$ cat src/sar_ctrl_map.vh
// Overview of operation
// - completion loads result, clears start, sets flag
// - start runs twelve bit periods of conversion
// - sampling switch opens for whole conversion
// - switch stays open two periods after completion
// - clock select code picks divider or RC
// - port read gives zero on analog pins
// - reset makes shared pins analog inputs
// - output-driven analog pin still converted
// - digital-configured selected pin still converted
// - clearing start aborts, result pair untouched
// - abort waits two periods then reacquires
// - holding capacitor never discharged between conversions
// - power bit gates converter and start bit
// - clock select split over two control registers
// - justify bit aligns result right or left
// - four-bit channel select, sixteen inputs
`ifndef SAR_CTRL_MAP_VH
`define SAR_CTRL_MAP_VH

// ----------------------------------------------------------------
// clock select codes and divider terminal counts
// ----------------------------------------------------------------
`define SEL_DIV2 3'h0
`define SEL_DIV4 3'h4
`define SEL_DIV8 3'h1
`define SEL_DIV16 3'h5
`define SEL_DIV32 3'h2
`define SEL_DIV64 3'h6
`define SEL_RC_LOW 2'h3
`define TERM_DIV2 6'h01
`define TERM_DIV4 6'h03
`define TERM_DIV8 6'h07
`define TERM_DIV16 6'h0F
`define TERM_DIV32 6'h1F
`define TERM_DIV64 6'h3F

// ----------------------------------------------------------------
// sequence counts, in bit periods
// ----------------------------------------------------------------
`define CONV_LAST_STEP 4'hB
`define RECOV_LAST_STEP 4'h1
`define ABORT_RC_STEP 4'hF

// ----------------------------------------------------------------
// reset values
// ----------------------------------------------------------------
`define ANALOG_SEL_RESET 16'hFFFF
`define PIN_DIR_RESET 16'hFFFF
`define RESULT_RESET 8'h00

`endif

$ cat src/sar_adc_conversion_control.v
`include "sar_ctrl_map.vh"
`default_nettype none

module sar_adc_conversion_control #(
    parameter PINS = 16
) (
    input wire mclk_in,
    input wire nrst_in,
    input wire converter_power_on_in,
    input wire [1:0] clock_select_low_in,
    input wire clock_select_high_in,
    input wire [2:0] channel_select_low_in,
    input wire channel_select_high_in,
    input wire result_justify_in,
    input wire start_set_in,
    input wire start_clear_in,
    input wire flag_clear_in,
    input wire result_high_wr_in,
    input wire result_low_wr_in,
    input wire [7:0] result_wr_data_in,
    input wire pin_cfg_wr_in,
    input wire [PINS-1:0] analog_select_wr_in,
    input wire [PINS-1:0] pin_direction_wr_in,
    input wire [PINS-1:0] pin_level_in,
    input wire rc_clk_in,
    input wire comparator_in,
    output reg conv_busy_out,
    output reg conv_complete_flag_out,
    output reg [7:0] result_high_byte_out,
    output reg [7:0] result_low_byte_out,
    output reg [PINS-1:0] analog_select_out,
    output reg [PINS-1:0] pin_direction_out,
    output reg [PINS-1:0] port_read_out,
    output reg sample_switch_closed_out,
    output reg [3:0] channel_out,
    output reg [9:0] dac_code_out,
    output reg converter_enable_out
);

// ----------------------------------------------------------------
// states and helpers
// ----------------------------------------------------------------
localparam [2:0] ST_ACQUIRE = 3'h1;
localparam [2:0] ST_CONVERT = 3'h2;
localparam [2:0] ST_RECOVER = 3'h4;

// terminal value of the divider for a given select code
function [5:0] div_term;
    input [2:0] sel;
    begin
        case (sel)
            `SEL_DIV2: div_term = `TERM_DIV2;
            `SEL_DIV4: div_term = `TERM_DIV4;
            `SEL_DIV8: div_term = `TERM_DIV8;
            `SEL_DIV16: div_term = `TERM_DIV16;
            `SEL_DIV32: div_term = `TERM_DIV32;
            `SEL_DIV64: div_term = `TERM_DIV64;
            default: div_term = `TERM_DIV2;
        endcase
    end
endfunction

wire [2:0] clock_select;
wire [3:0] channel_select;
assign clock_select = {clock_select_high_in, clock_select_low_in};
assign channel_select = {channel_select_high_in,
                         channel_select_low_in};

// ----------------------------------------------------------------
// input synchronisers
// ----------------------------------------------------------------
reg [PINS-1:0] pin_meta;
reg [PINS-1:0] pin_sync;
reg rc_meta;
reg rc_sync;
reg rc_prev;

always @(posedge mclk_in or negedge nrst_in) begin
    if (!nrst_in) begin
        pin_meta <= {PINS{1'b0}};
        pin_sync <= {PINS{1'b0}};
        rc_meta <= 1'b0;
        rc_sync <= 1'b0;
        rc_prev <= 1'b0;
    end else begin
        pin_meta <= pin_level_in;
        pin_sync <= pin_meta;
        rc_meta <= rc_clk_in;
        rc_sync <= rc_meta;
        rc_prev <= rc_sync;
    end
end

// ----------------------------------------------------------------
// bit period tick
// ----------------------------------------------------------------
// the RC clock is far slower than mclk, so edge sampling loses
// nothing; the divider restarts whenever the converter is off
reg [5:0] div_cnt;
reg [2:0] state;
wire use_rc;
wire div_hit;
wire bit_tick;
wire abort_now;
assign use_rc = (clock_select[1:0] == `SEL_RC_LOW);
assign div_hit = (div_cnt >= div_term(clock_select));
assign bit_tick = use_rc ? (rc_sync & ~rc_prev) : div_hit;
// an abort lands anywhere in a bit period; restarting the divider
// there keeps the recovery gap a full two periods long
assign abort_now = (state == ST_CONVERT) && start_clear_in;

always @(posedge mclk_in or negedge nrst_in) begin
    if (!nrst_in) begin
        div_cnt <= 6'h00;
    end else if (!converter_power_on_in || use_rc || div_hit ||
                 abort_now) begin
        div_cnt <= 6'h00;
    end else begin
        div_cnt <= div_cnt + 6'h01;
    end
end

// ----------------------------------------------------------------
// conversion sequencer
// ----------------------------------------------------------------
reg [2:0] next_state;
reg [3:0] step;
reg [3:0] next_step;
reg [9:0] sar;
reg [9:0] next_sar;
reg load_result;
reg set_flag;

always @* begin
    next_state = state;
    next_step = step;
    next_sar = sar;
    load_result = 1'b0;
    set_flag = 1'b0;
    case (state)
        ST_ACQUIRE: begin
            if (start_set_in && converter_power_on_in) begin
                next_state = ST_CONVERT;
                next_step = 4'h0;
                next_sar = 10'h200;
            end
        end
        ST_CONVERT: begin
            if (abort_now) begin
                next_state = ST_RECOVER;
                // the RC phase cannot be restarted, so one extra tick
                // is spent to make sure two whole periods pass
                next_step = use_rc ? `ABORT_RC_STEP : 4'h0;
            end else if (bit_tick) begin
                // step 0 settles the first trial, 1..10 decide bits
                if (step == `CONV_LAST_STEP) begin
                    load_result = 1'b1;
                    set_flag = 1'b1;
                    next_state = ST_RECOVER;
                    next_step = 4'h0;
                end else begin
                    next_step = step + 4'h1;
                    if (step >= 4'h1 && step <= 4'hA) begin
                        next_sar = sar;
                        if (!comparator_in) begin
                            next_sar[4'hA - step] = 1'b0;
                        end
                        if (step != 4'hA) begin
                            next_sar[4'h9 - step] = 1'b1;
                        end
                    end
                end
            end
        end
        ST_RECOVER: begin
            if (bit_tick) begin
                // a step left at the abort value wraps to zero here
                if (step == `RECOV_LAST_STEP) begin
                    next_state = ST_ACQUIRE;
                    next_step = 4'h0;
                end else begin
                    next_step = step + 4'h1;
                end
            end
        end
        default: begin
            next_state = ST_ACQUIRE;
            next_step = 4'h0;
        end
    endcase
end

always @(posedge mclk_in or negedge nrst_in) begin
    if (!nrst_in) begin
        state <= ST_ACQUIRE;
        step <= 4'h0;
        sar <= 10'h000;
    end else if (!converter_power_on_in) begin
        // losing power drops a conversion at once; result and flag stay
        state <= ST_ACQUIRE;
        step <= 4'h0;
        sar <= 10'h000;
    end else begin
        state <= next_state;
        step <= next_step;
        sar <= next_sar;
    end
end

// ----------------------------------------------------------------
// start/done bit and completion flag
// ----------------------------------------------------------------
always @(posedge mclk_in or negedge nrst_in) begin
    if (!nrst_in) begin
        conv_busy_out <= 1'b0;
        conv_complete_flag_out <= 1'b0;
    end else begin
        conv_busy_out <= (next_state == ST_CONVERT) &&
                         converter_power_on_in;
        // a completion in the clearing cycle wins over the clear
        if (set_flag && converter_power_on_in) begin
            conv_complete_flag_out <= 1'b1;
        end else if (flag_clear_in) begin
            conv_complete_flag_out <= 1'b0;
        end
    end
end

// ----------------------------------------------------------------
// result pair
// ----------------------------------------------------------------
// software writes keep working while the converter is off, so the
// pair doubles as two plain byte registers
always @(posedge mclk_in or negedge nrst_in) begin
    if (!nrst_in) begin
        result_high_byte_out <= `RESULT_RESET;
        result_low_byte_out <= `RESULT_RESET;
    end else if (load_result && converter_power_on_in) begin
        if (result_justify_in) begin
            result_high_byte_out <= {6'h00, next_sar[9:8]};
            result_low_byte_out <= next_sar[7:0];
        end else begin
            result_high_byte_out <= next_sar[9:2];
            result_low_byte_out <= {next_sar[1:0], 6'h00};
        end
    end else begin
        // an abort never reaches here with a partial value
        if (result_high_wr_in) begin
            result_high_byte_out <= result_wr_data_in;
        end
        if (result_low_wr_in) begin
            result_low_byte_out <= result_wr_data_in;
        end
    end
end

// ----------------------------------------------------------------
// pin configuration and port reads
// ----------------------------------------------------------------
// reads are masked with the setup that takes effect at this edge, so
// a pin just turned analog never shows its level for a cycle
wire [PINS-1:0] next_analog_select;
assign next_analog_select = pin_cfg_wr_in ? analog_select_wr_in :
                            analog_select_out;

always @(posedge mclk_in or negedge nrst_in) begin
    if (!nrst_in) begin
        analog_select_out <= `ANALOG_SEL_RESET;
        pin_direction_out <= `PIN_DIR_RESET;
        port_read_out <= {PINS{1'b0}};
    end else begin
        if (pin_cfg_wr_in) begin
            analog_select_out <= analog_select_wr_in;
            pin_direction_out <= pin_direction_wr_in;
        end
        port_read_out <= pin_sync & ~next_analog_select;
    end
end

// ----------------------------------------------------------------
// analog front end controls
// ----------------------------------------------------------------
// the channel mux ignores direction and analog/digital setup, so a
// driven or digital pin is converted like any other
always @(posedge mclk_in or negedge nrst_in) begin
    if (!nrst_in) begin
        sample_switch_closed_out <= 1'b0;
        channel_out <= 4'h0;
        dac_code_out <= 10'h000;
        converter_enable_out <= 1'b0;
    end else begin
        converter_enable_out <= converter_power_on_in;
        channel_out <= channel_select;
        // no discharge path exists: an open switch just holds charge
        sample_switch_closed_out <= converter_power_on_in &&
            (next_state == ST_ACQUIRE);
        dac_code_out <= next_sar;
    end
end

endmodule

`default_nettype wire

$ cat config.mk
export PLATFORM = sky130hd
export DESIGN_NAME = sar_adc_conversion_control
export DESIGN_NICKNAME = d
export VERILOG_FILES = /design/src/sar_adc_conversion_control.v
export VERILOG_INCLUDE_DIRS = /design/src
export SDC_FILE = /design/constraint.sdc
export NUM_CORES = 1
export LEC_CHECK = 0
export BUFFER_PORTS_ARGS = -buffer_cell sky130_fd_sc_hd__buf_4
export CORE_MARGIN = 2
export CORE_UTILIZATION = 47
export DETAILED_ROUTE_END_ITERATION = 6
export PLACE_DENSITY_LB_ADDON = 0.1
export SLEW_MARGIN = 20
export SYNTH_ARGS = -nofsm -noshare
export SYNTH_HDL_FRONTEND = slang
export SYNTH_SLANG_ARGS = --single-unit
export TNS_END_PERCENT = 50
$ cat constraint.sdc
create_clock -name mclk_in -period 2.3 [get_ports mclk_in]
set_input_delay 0.46 -clock mclk_in [delete_from_list [all_inputs] [get_ports mclk_in]]
set_output_delay 0.46 -clock mclk_in [all_outputs]
set_load 0.005 [all_outputs]
== Yosys cells after proc, flatten, opt, wreduce, memory -nomap -nowiden ==
Index checks and enable logic that the tools add are counted.
W data, S select, Z words.

* Output and inout port bits: 82
* Word-level logic and storage cells: 122
* Bits in registers: 140

* Equality and inequality tests: 17
* Muxes and demuxes: 51
* Add/subtract/negate cells: 4
* Order comparisons: 7
* Reductions and logical operators: 16
* Bitwise logic cells: 7

{| class="wikitable"
|+ Operator list
! kind !! number
|-
| $mux W10 || 13
|-
| $mux W8 || 6
|-
| $mux W4 || 8
|-
| $pmux W6 S5 || 1
|-
| $mux W3 || 7
|-
| $pmux W10 S2 || 1
|-
| $and A16 B16 Y16 || 1
|-
| $mux W16 || 1
|-
| $not A16 Y16 || 1
|-
| $eq A3 B3 Y1 const B || 4
|-
| $ge A4 B1 Y1 const B || 3
|-
| $pmux W4 S3 || 1
|-
| $and A10 B10 Y10 || 1
|-
| $lt A4 B5 Y1 const B || 2
|-
| $not A10 Y10 || 1
|-
| $or A10 B10 Y10 || 1
|-
| $eq A3 B1 Y1 const B || 3
|-
| $eq A3 B2 Y1 const B || 3
|-
| $mux W1 || 9
|-
| $pmux W3 S3 || 1
|-
| $demux W1 S4 || 2
|-
| $logic_and A1 B1 Y1 || 8
|-
| $ne A4 B4 Y1 const B || 2
|-
| $sub A4 B4 Y4 const A || 2
|-
| other kinds (15) || 20
|}

== Logic depth before layout (Yosys ltp) ==
* Depth after elaboration: 22
* Depth in mapped cells: 11
* Gate-level depth less buffers: 10

== Least setup slack after synthesis ==
No wires, ideal clock.

* Path type: input -> register
* Start: input clock_select_low_in[1]
* End: register result_high_byte_out[1]
* Slack: -0.355 ns
* Path buffers: 1
* Setup time: 0.146 ns
* Arrival time: 2.509 ns
* Cell stages on the path: 10
* Cell sequence: nor2b_1 -> nand2_1 -> ha_1 -> nand4_1 -> o22ai_1 -> o21ai_1 -> or4_4 -> buf_6 -> nor2_1 -> a222oi_1

* Longest elaborated chain between the ends: 9
* Elaborated cells between the ends (all ways): 19
* Those cells by class: order compare: 1; eq/ne: 6; mux: 10; reduce/logical: 2

{| class="wikitable"
|+ Ends and longest elaborated chain
! item !! line !! text
|-
| start, declared || sar_adc_conversion_control.v:10 || <nowiki>input wire [1:0] clock_select_low_in,</nowiki>
|-
| $eq A3 B3 Y1 (tied with other cells) || sar_adc_conversion_control.v:51 || <nowiki>case (sel)</nowiki>
|-
| $pmux W6 S5 || sar_adc_conversion_control.v:51 ||
|-
| $ge A6 B6 Y1 || sar_adc_conversion_control.v:106 || <nowiki>assign div_hit = (div_cnt >= div_term(clock_select));</nowiki>
|-
| $mux W1 (*) || sar_adc_conversion_control.v:107 || <nowiki>assign bit_tick = use_rc ? (rc_sync & ~rc_prev) : div_hit;</nowiki>
|-
| $mux W10 / $mux W1 (equally long branches) || sar_adc_conversion_control.v:154 || <nowiki>end else if (bit_tick) begin</nowiki>
|-
| $mux W10 / $mux W1 (equally long branches) || sar_adc_conversion_control.v:149 || <nowiki>if (abort_now) begin</nowiki>
|-
| $pmux W10 S2 / $mux W1 (equally long branches) || sar_adc_conversion_control.v:140 || <nowiki>case (state)</nowiki>
|-
| $mux W8 / $logic_and A1 B1 Y1 (equally long branches) || sar_adc_conversion_control.v:239, sar_adc_conversion_control.v:238 ||
|-
| $mux W8 / $reduce_bool A2 Y1 (equally long branches) || -- ||
|-
| end signal, assigned || sar_adc_conversion_control.v:236 || <nowiki>result_high_byte_out <= `RESULT_RESET;</nowiki>
|-
| end signal, assigned || sar_adc_conversion_control.v:240 || <nowiki>result_high_byte_out <= {6'h00, next_sar[9:8]};</nowiki>
|-
| end signal, assigned || sar_adc_conversion_control.v:243 || <nowiki>result_high_byte_out <= next_sar[9:2];</nowiki>
|-
| end, declared || sar_adc_conversion_control.v:29 || <nowiki>output reg [7:0] result_high_byte_out,</nowiki>
|}

Every way passes the cells marked *; elsewhere a longest branch is shown, timed or not.
A chain may end at the register's enable or synchronous reset.

== Final worst setup path ==
* Start: register div_cnt[4]
* End: register result_high_byte_out[1]

* Longest elaborated chain between the ends: 7
* Elaborated cells between the ends (all ways): 12
* Those cells by class: order compare: 1; mux: 9; reduce/logical: 2

{| class="wikitable"
|+ Ends and longest elaborated chain
! item !! line !! text
|-
| start, declared || sar_adc_conversion_control.v:99 || <nowiki>reg [5:0] div_cnt;</nowiki>
|-
| start signal, assigned || sar_adc_conversion_control.v:119 || <nowiki>div_cnt <= div_cnt + 6'h01;</nowiki>
|-
| $ge A6 B6 Y1 (*) || sar_adc_conversion_control.v:106 ||
|-
| $mux W1 (*) || sar_adc_conversion_control.v:107 ||
|-
| $mux W10 / $mux W1 (equally long branches) || sar_adc_conversion_control.v:154 ||
|-
| $mux W10 / $mux W1 (equally long branches) || sar_adc_conversion_control.v:149 ||
|-
| $pmux W10 S2 / $mux W1 (equally long branches) || sar_adc_conversion_control.v:140 ||
|-
| $mux W8 / $logic_and A1 B1 Y1 (equally long branches) || sar_adc_conversion_control.v:239, sar_adc_conversion_control.v:238 ||
|-
| $mux W8 / $reduce_bool A2 Y1 (equally long branches) || -- ||
|}

Marked as above.

==> results.cfg <==
[sta]
hold_viol = 0
slew_viol_final = 0
totalNegativeSetupSlack_ps = 0
finalSetupViolCount = 0
fmax_mhz = 438
worstMarginPinSlew_ps = 560
clock_skew_ps = 12.0
fin_crit_sh = 0.992
whs_ps = 8.57
maxSlewHeadroom = 0.626
rsz0062_at_grt = true
finalCriticalPeriod_ps = 2280

[logic_synthesis]
ys_seq_elements = 140
synth_top_cell_area_share = 0.468
syn_inst = 464
synth_xor_area_frac = 0.0107
syn-cell-area_um2 = 5730
ys_types = 60
yosysTopAreaCell = dfrtp_1
ys.flop_type = dfrtp_1
synthArstFlopShare = 1.00
synth_edf_count = 0
synthTopCellsByArea = dfrtp_1, dfstp_2, mux2_2
synth_compound_area_frac = 0.0946
synth.avg_cell_area_um2 = 12.3
yosys.area_share.simple = 0.117
synth_fa_ha_area_frac = 0.0284
synth_top_family_by_area = simple AND/OR/NAND/NOR gates
synth.most_common_cell = dfrtp_1
synthMuxAreaShare = 0.0913
ys_seq_area_frac = 0.619
yosys-top-cells-count = dfrtp_1, nor2_1, inv_1
yosys_warnings = 0
synth_nets = 552

[routing]
drt_first_pass_iters = 5
routedWlPerCell_um = 17.0
wl_um = 14300
drtIter0Drc = 314
via_per_inst = 5.28
drc = 0
vias = 4462
ant_nets = 0

[cts]
htreeDepth = 4
clk_pin_slew_ps = 60
clk_path_buf_depth = 2
clk_latency_ps = 420
clock_sinks = 140
cts_buffers = 17
cts_root_buf = clkbuf_16
cts_tree = yes
holdBufCountCts = 0

[power_and_ir_drop]
leakage_nw = 4.05
power_density_nw_per_um2 = 752
peakVddDrop_mv = 0.426

[grt]
antenna_found_initial = 0
grt_max_degree = 63
track_usage = 0.224
grt_first_pass_wirelength_um = 22200
grt_pass1_vias = 4429
grt-ovfl-total = 0

[die]
fp-row-count = 40
io_pins = 157
start_util = 0.479
die_w_um = 114
die_area_um2 = 13100
die_h_um = 114
core_um2 = 12000

[worst_setup_path]
crit_path_start_kind = register
path_max_fanout = 8
reg2regPathDepth = 8
required_ps = 2600
reg2reg_slack_ps = 20
crit_type = reg2reg
worstReg2RegStart = div_cnt[4]$_DFF_PN0_
crit_start = div_cnt[4]$_DFF_PN0_
r2r-end = result_high_byte_out[1]$_DFFE_PN0P_
cp.arrival_ps = 2590
cp-end-kind = register

[run_status]
status = finished, final reports clean

[job]
cap_viol_max_count = 0

[hold_path]
hold_path.class = in2async

[finish]
drive_gt1_frac = 0.544
finalNetCount = 773
nFillCells = 855
insertedDiodeCount = 0
area_growth_pct = 47.3
multi_input_area_um2 = 2280
regArea_um2 = 3550

[placed_design]
place_congestion = 0.869
dp_hpwl_um = 10300
port-buffer-count = 156
-- cells by family after synthesis --
logic type                 Yosys count
muxes                               48
adders and majority gates           13
AOI/OAI and AO/OA                   72
buffers and inverters               54
DFF                                140
xor gates and xnor gates             7
and+or+nand+nor                    130
-- worst max-delay path, cell delays in order, from the launching register on --
cell and delay (ps):
dfrtp_1 430, ha_4 290, nand4_1 140, o22ai_4 290, nor2_4 130, buf_4 170
nor4_4 280, a31oi_2 100, a222oi_1 340
-- per-layer routing --
layer	wire, µm	GRT usage
met2	7240	0.373
met5	0	0
met3	845	0.0688
met1	6010	0.281
met4	228	0.0740
-- power by group --
part           switching, W  internal (W)  leakage, nW  total [W]
sequential        0.0000805       0.00266         1.68    0.00274
clock               0.00104       0.00174        0.283    0.00278
combinational      0.000369      0.000443         2.09   0.000812
-- cell usage in the layout (no fill, tap or decap), types with 5 or more instances in the layout --
| cell type | n |
|---|---|
| buf_4 | 214 |
| dfrtp_1 | 103 |
| nor2_1 | 38 |
| mux2_2 | 34 |
| dfstp_2 | 33 |
| inv_1 | 32 |
| nand2_1 | 22 |
| clkbuf_16 | 17 |
| mux2i_1 | 14 |
| nor2b_1 | 9 |
| nand3_1 | 9 |
| o22ai_1 | 9 |
| and2_1 | 7 |
| ha_4 | 7 |
| o21ai_0 | 6 |
| nand2_2 | 5 |
| inv_2 | 5 |
| nand2b_1 | 5 |
| a31oi_1 | 5 |
| o211ai_1 | 5 |
-- how the worst max path moves through the flow --
stage	slack, ps	endpoint	cells after the start
finish	20	result_high_byte_out[1]$_DFFE_PN0P_	8
global route	-100	result_high_byte_out[1]$_DFFE_PN0P_	8
CTS	2	result_low_byte_out[0]$_DFFE_PN0P_	9
detailed placement	-390	result_high_byte_out[1]$_DFFE_PN0P_	10
global placement	-290	result_high_byte_out[1]$_DFFE_PN0P_	10
floorplan	-90	result_low_byte_out[6]$_DFFE_PN0P_	10
-- cell type report --
| class | instances | area share |
|---|---|---|
| Sequential cell | 140 | 0.421 |
| Multi-Input combinational cell | 270 | 0.270 |
| Timing Repair Buffer | 219 | 0.198 |
| Clock buffer | 20 | 0.0530 |
| Tap cell | 147 | 0.0218 |
| Clock inverter | 12 | 0.0194 |
| Inverter | 37 | 0.0165 |
-- flip-flops by register name, indices dropped and copies added, names as in the netlist, 3 cells and up --
| signal | cells |
|---|---|
| state | 3 |
| analog_select_out | 16 |
| dac_code_out | 10 |
| pin_direction_out | 16 |
| channel_out | 4 |
| port_read_out | 16 |
| result_high_byte_out | 8 |
| sar | 10 |
| pin_sync | 16 |
| div_cnt | 6 |
| result_low_byte_out | 8 |
| pin_meta | 16 |
| step | 4 |
-- through the flow --
stage	setup slack, ps	total power (W)	instances	area [µm²]	util
2_1_floorplan	-87.9	0.00308	464	5830	-
3_3_place_gp	-292	0.00352	802	7500	0.627
3_5_place_dp	-388	0.00355	802	7500	0.627
4_1_cts	2.34	0.00634	834	8140	0.680
5_1_grt	-103	0.00659	845	8430	0.705
6_report	18.7	0.00634	845	8430	0.705
-- what timing repair did --
item | 4_1_cts | 5_1_grt
buffers inserted | 0 | 11
pin swaps | 0 | 19
gates resized for setup | 5 | 44
setup endpoints to repair | 9 | 39
No activity file was read; power rests on OpenSTA's default activity.
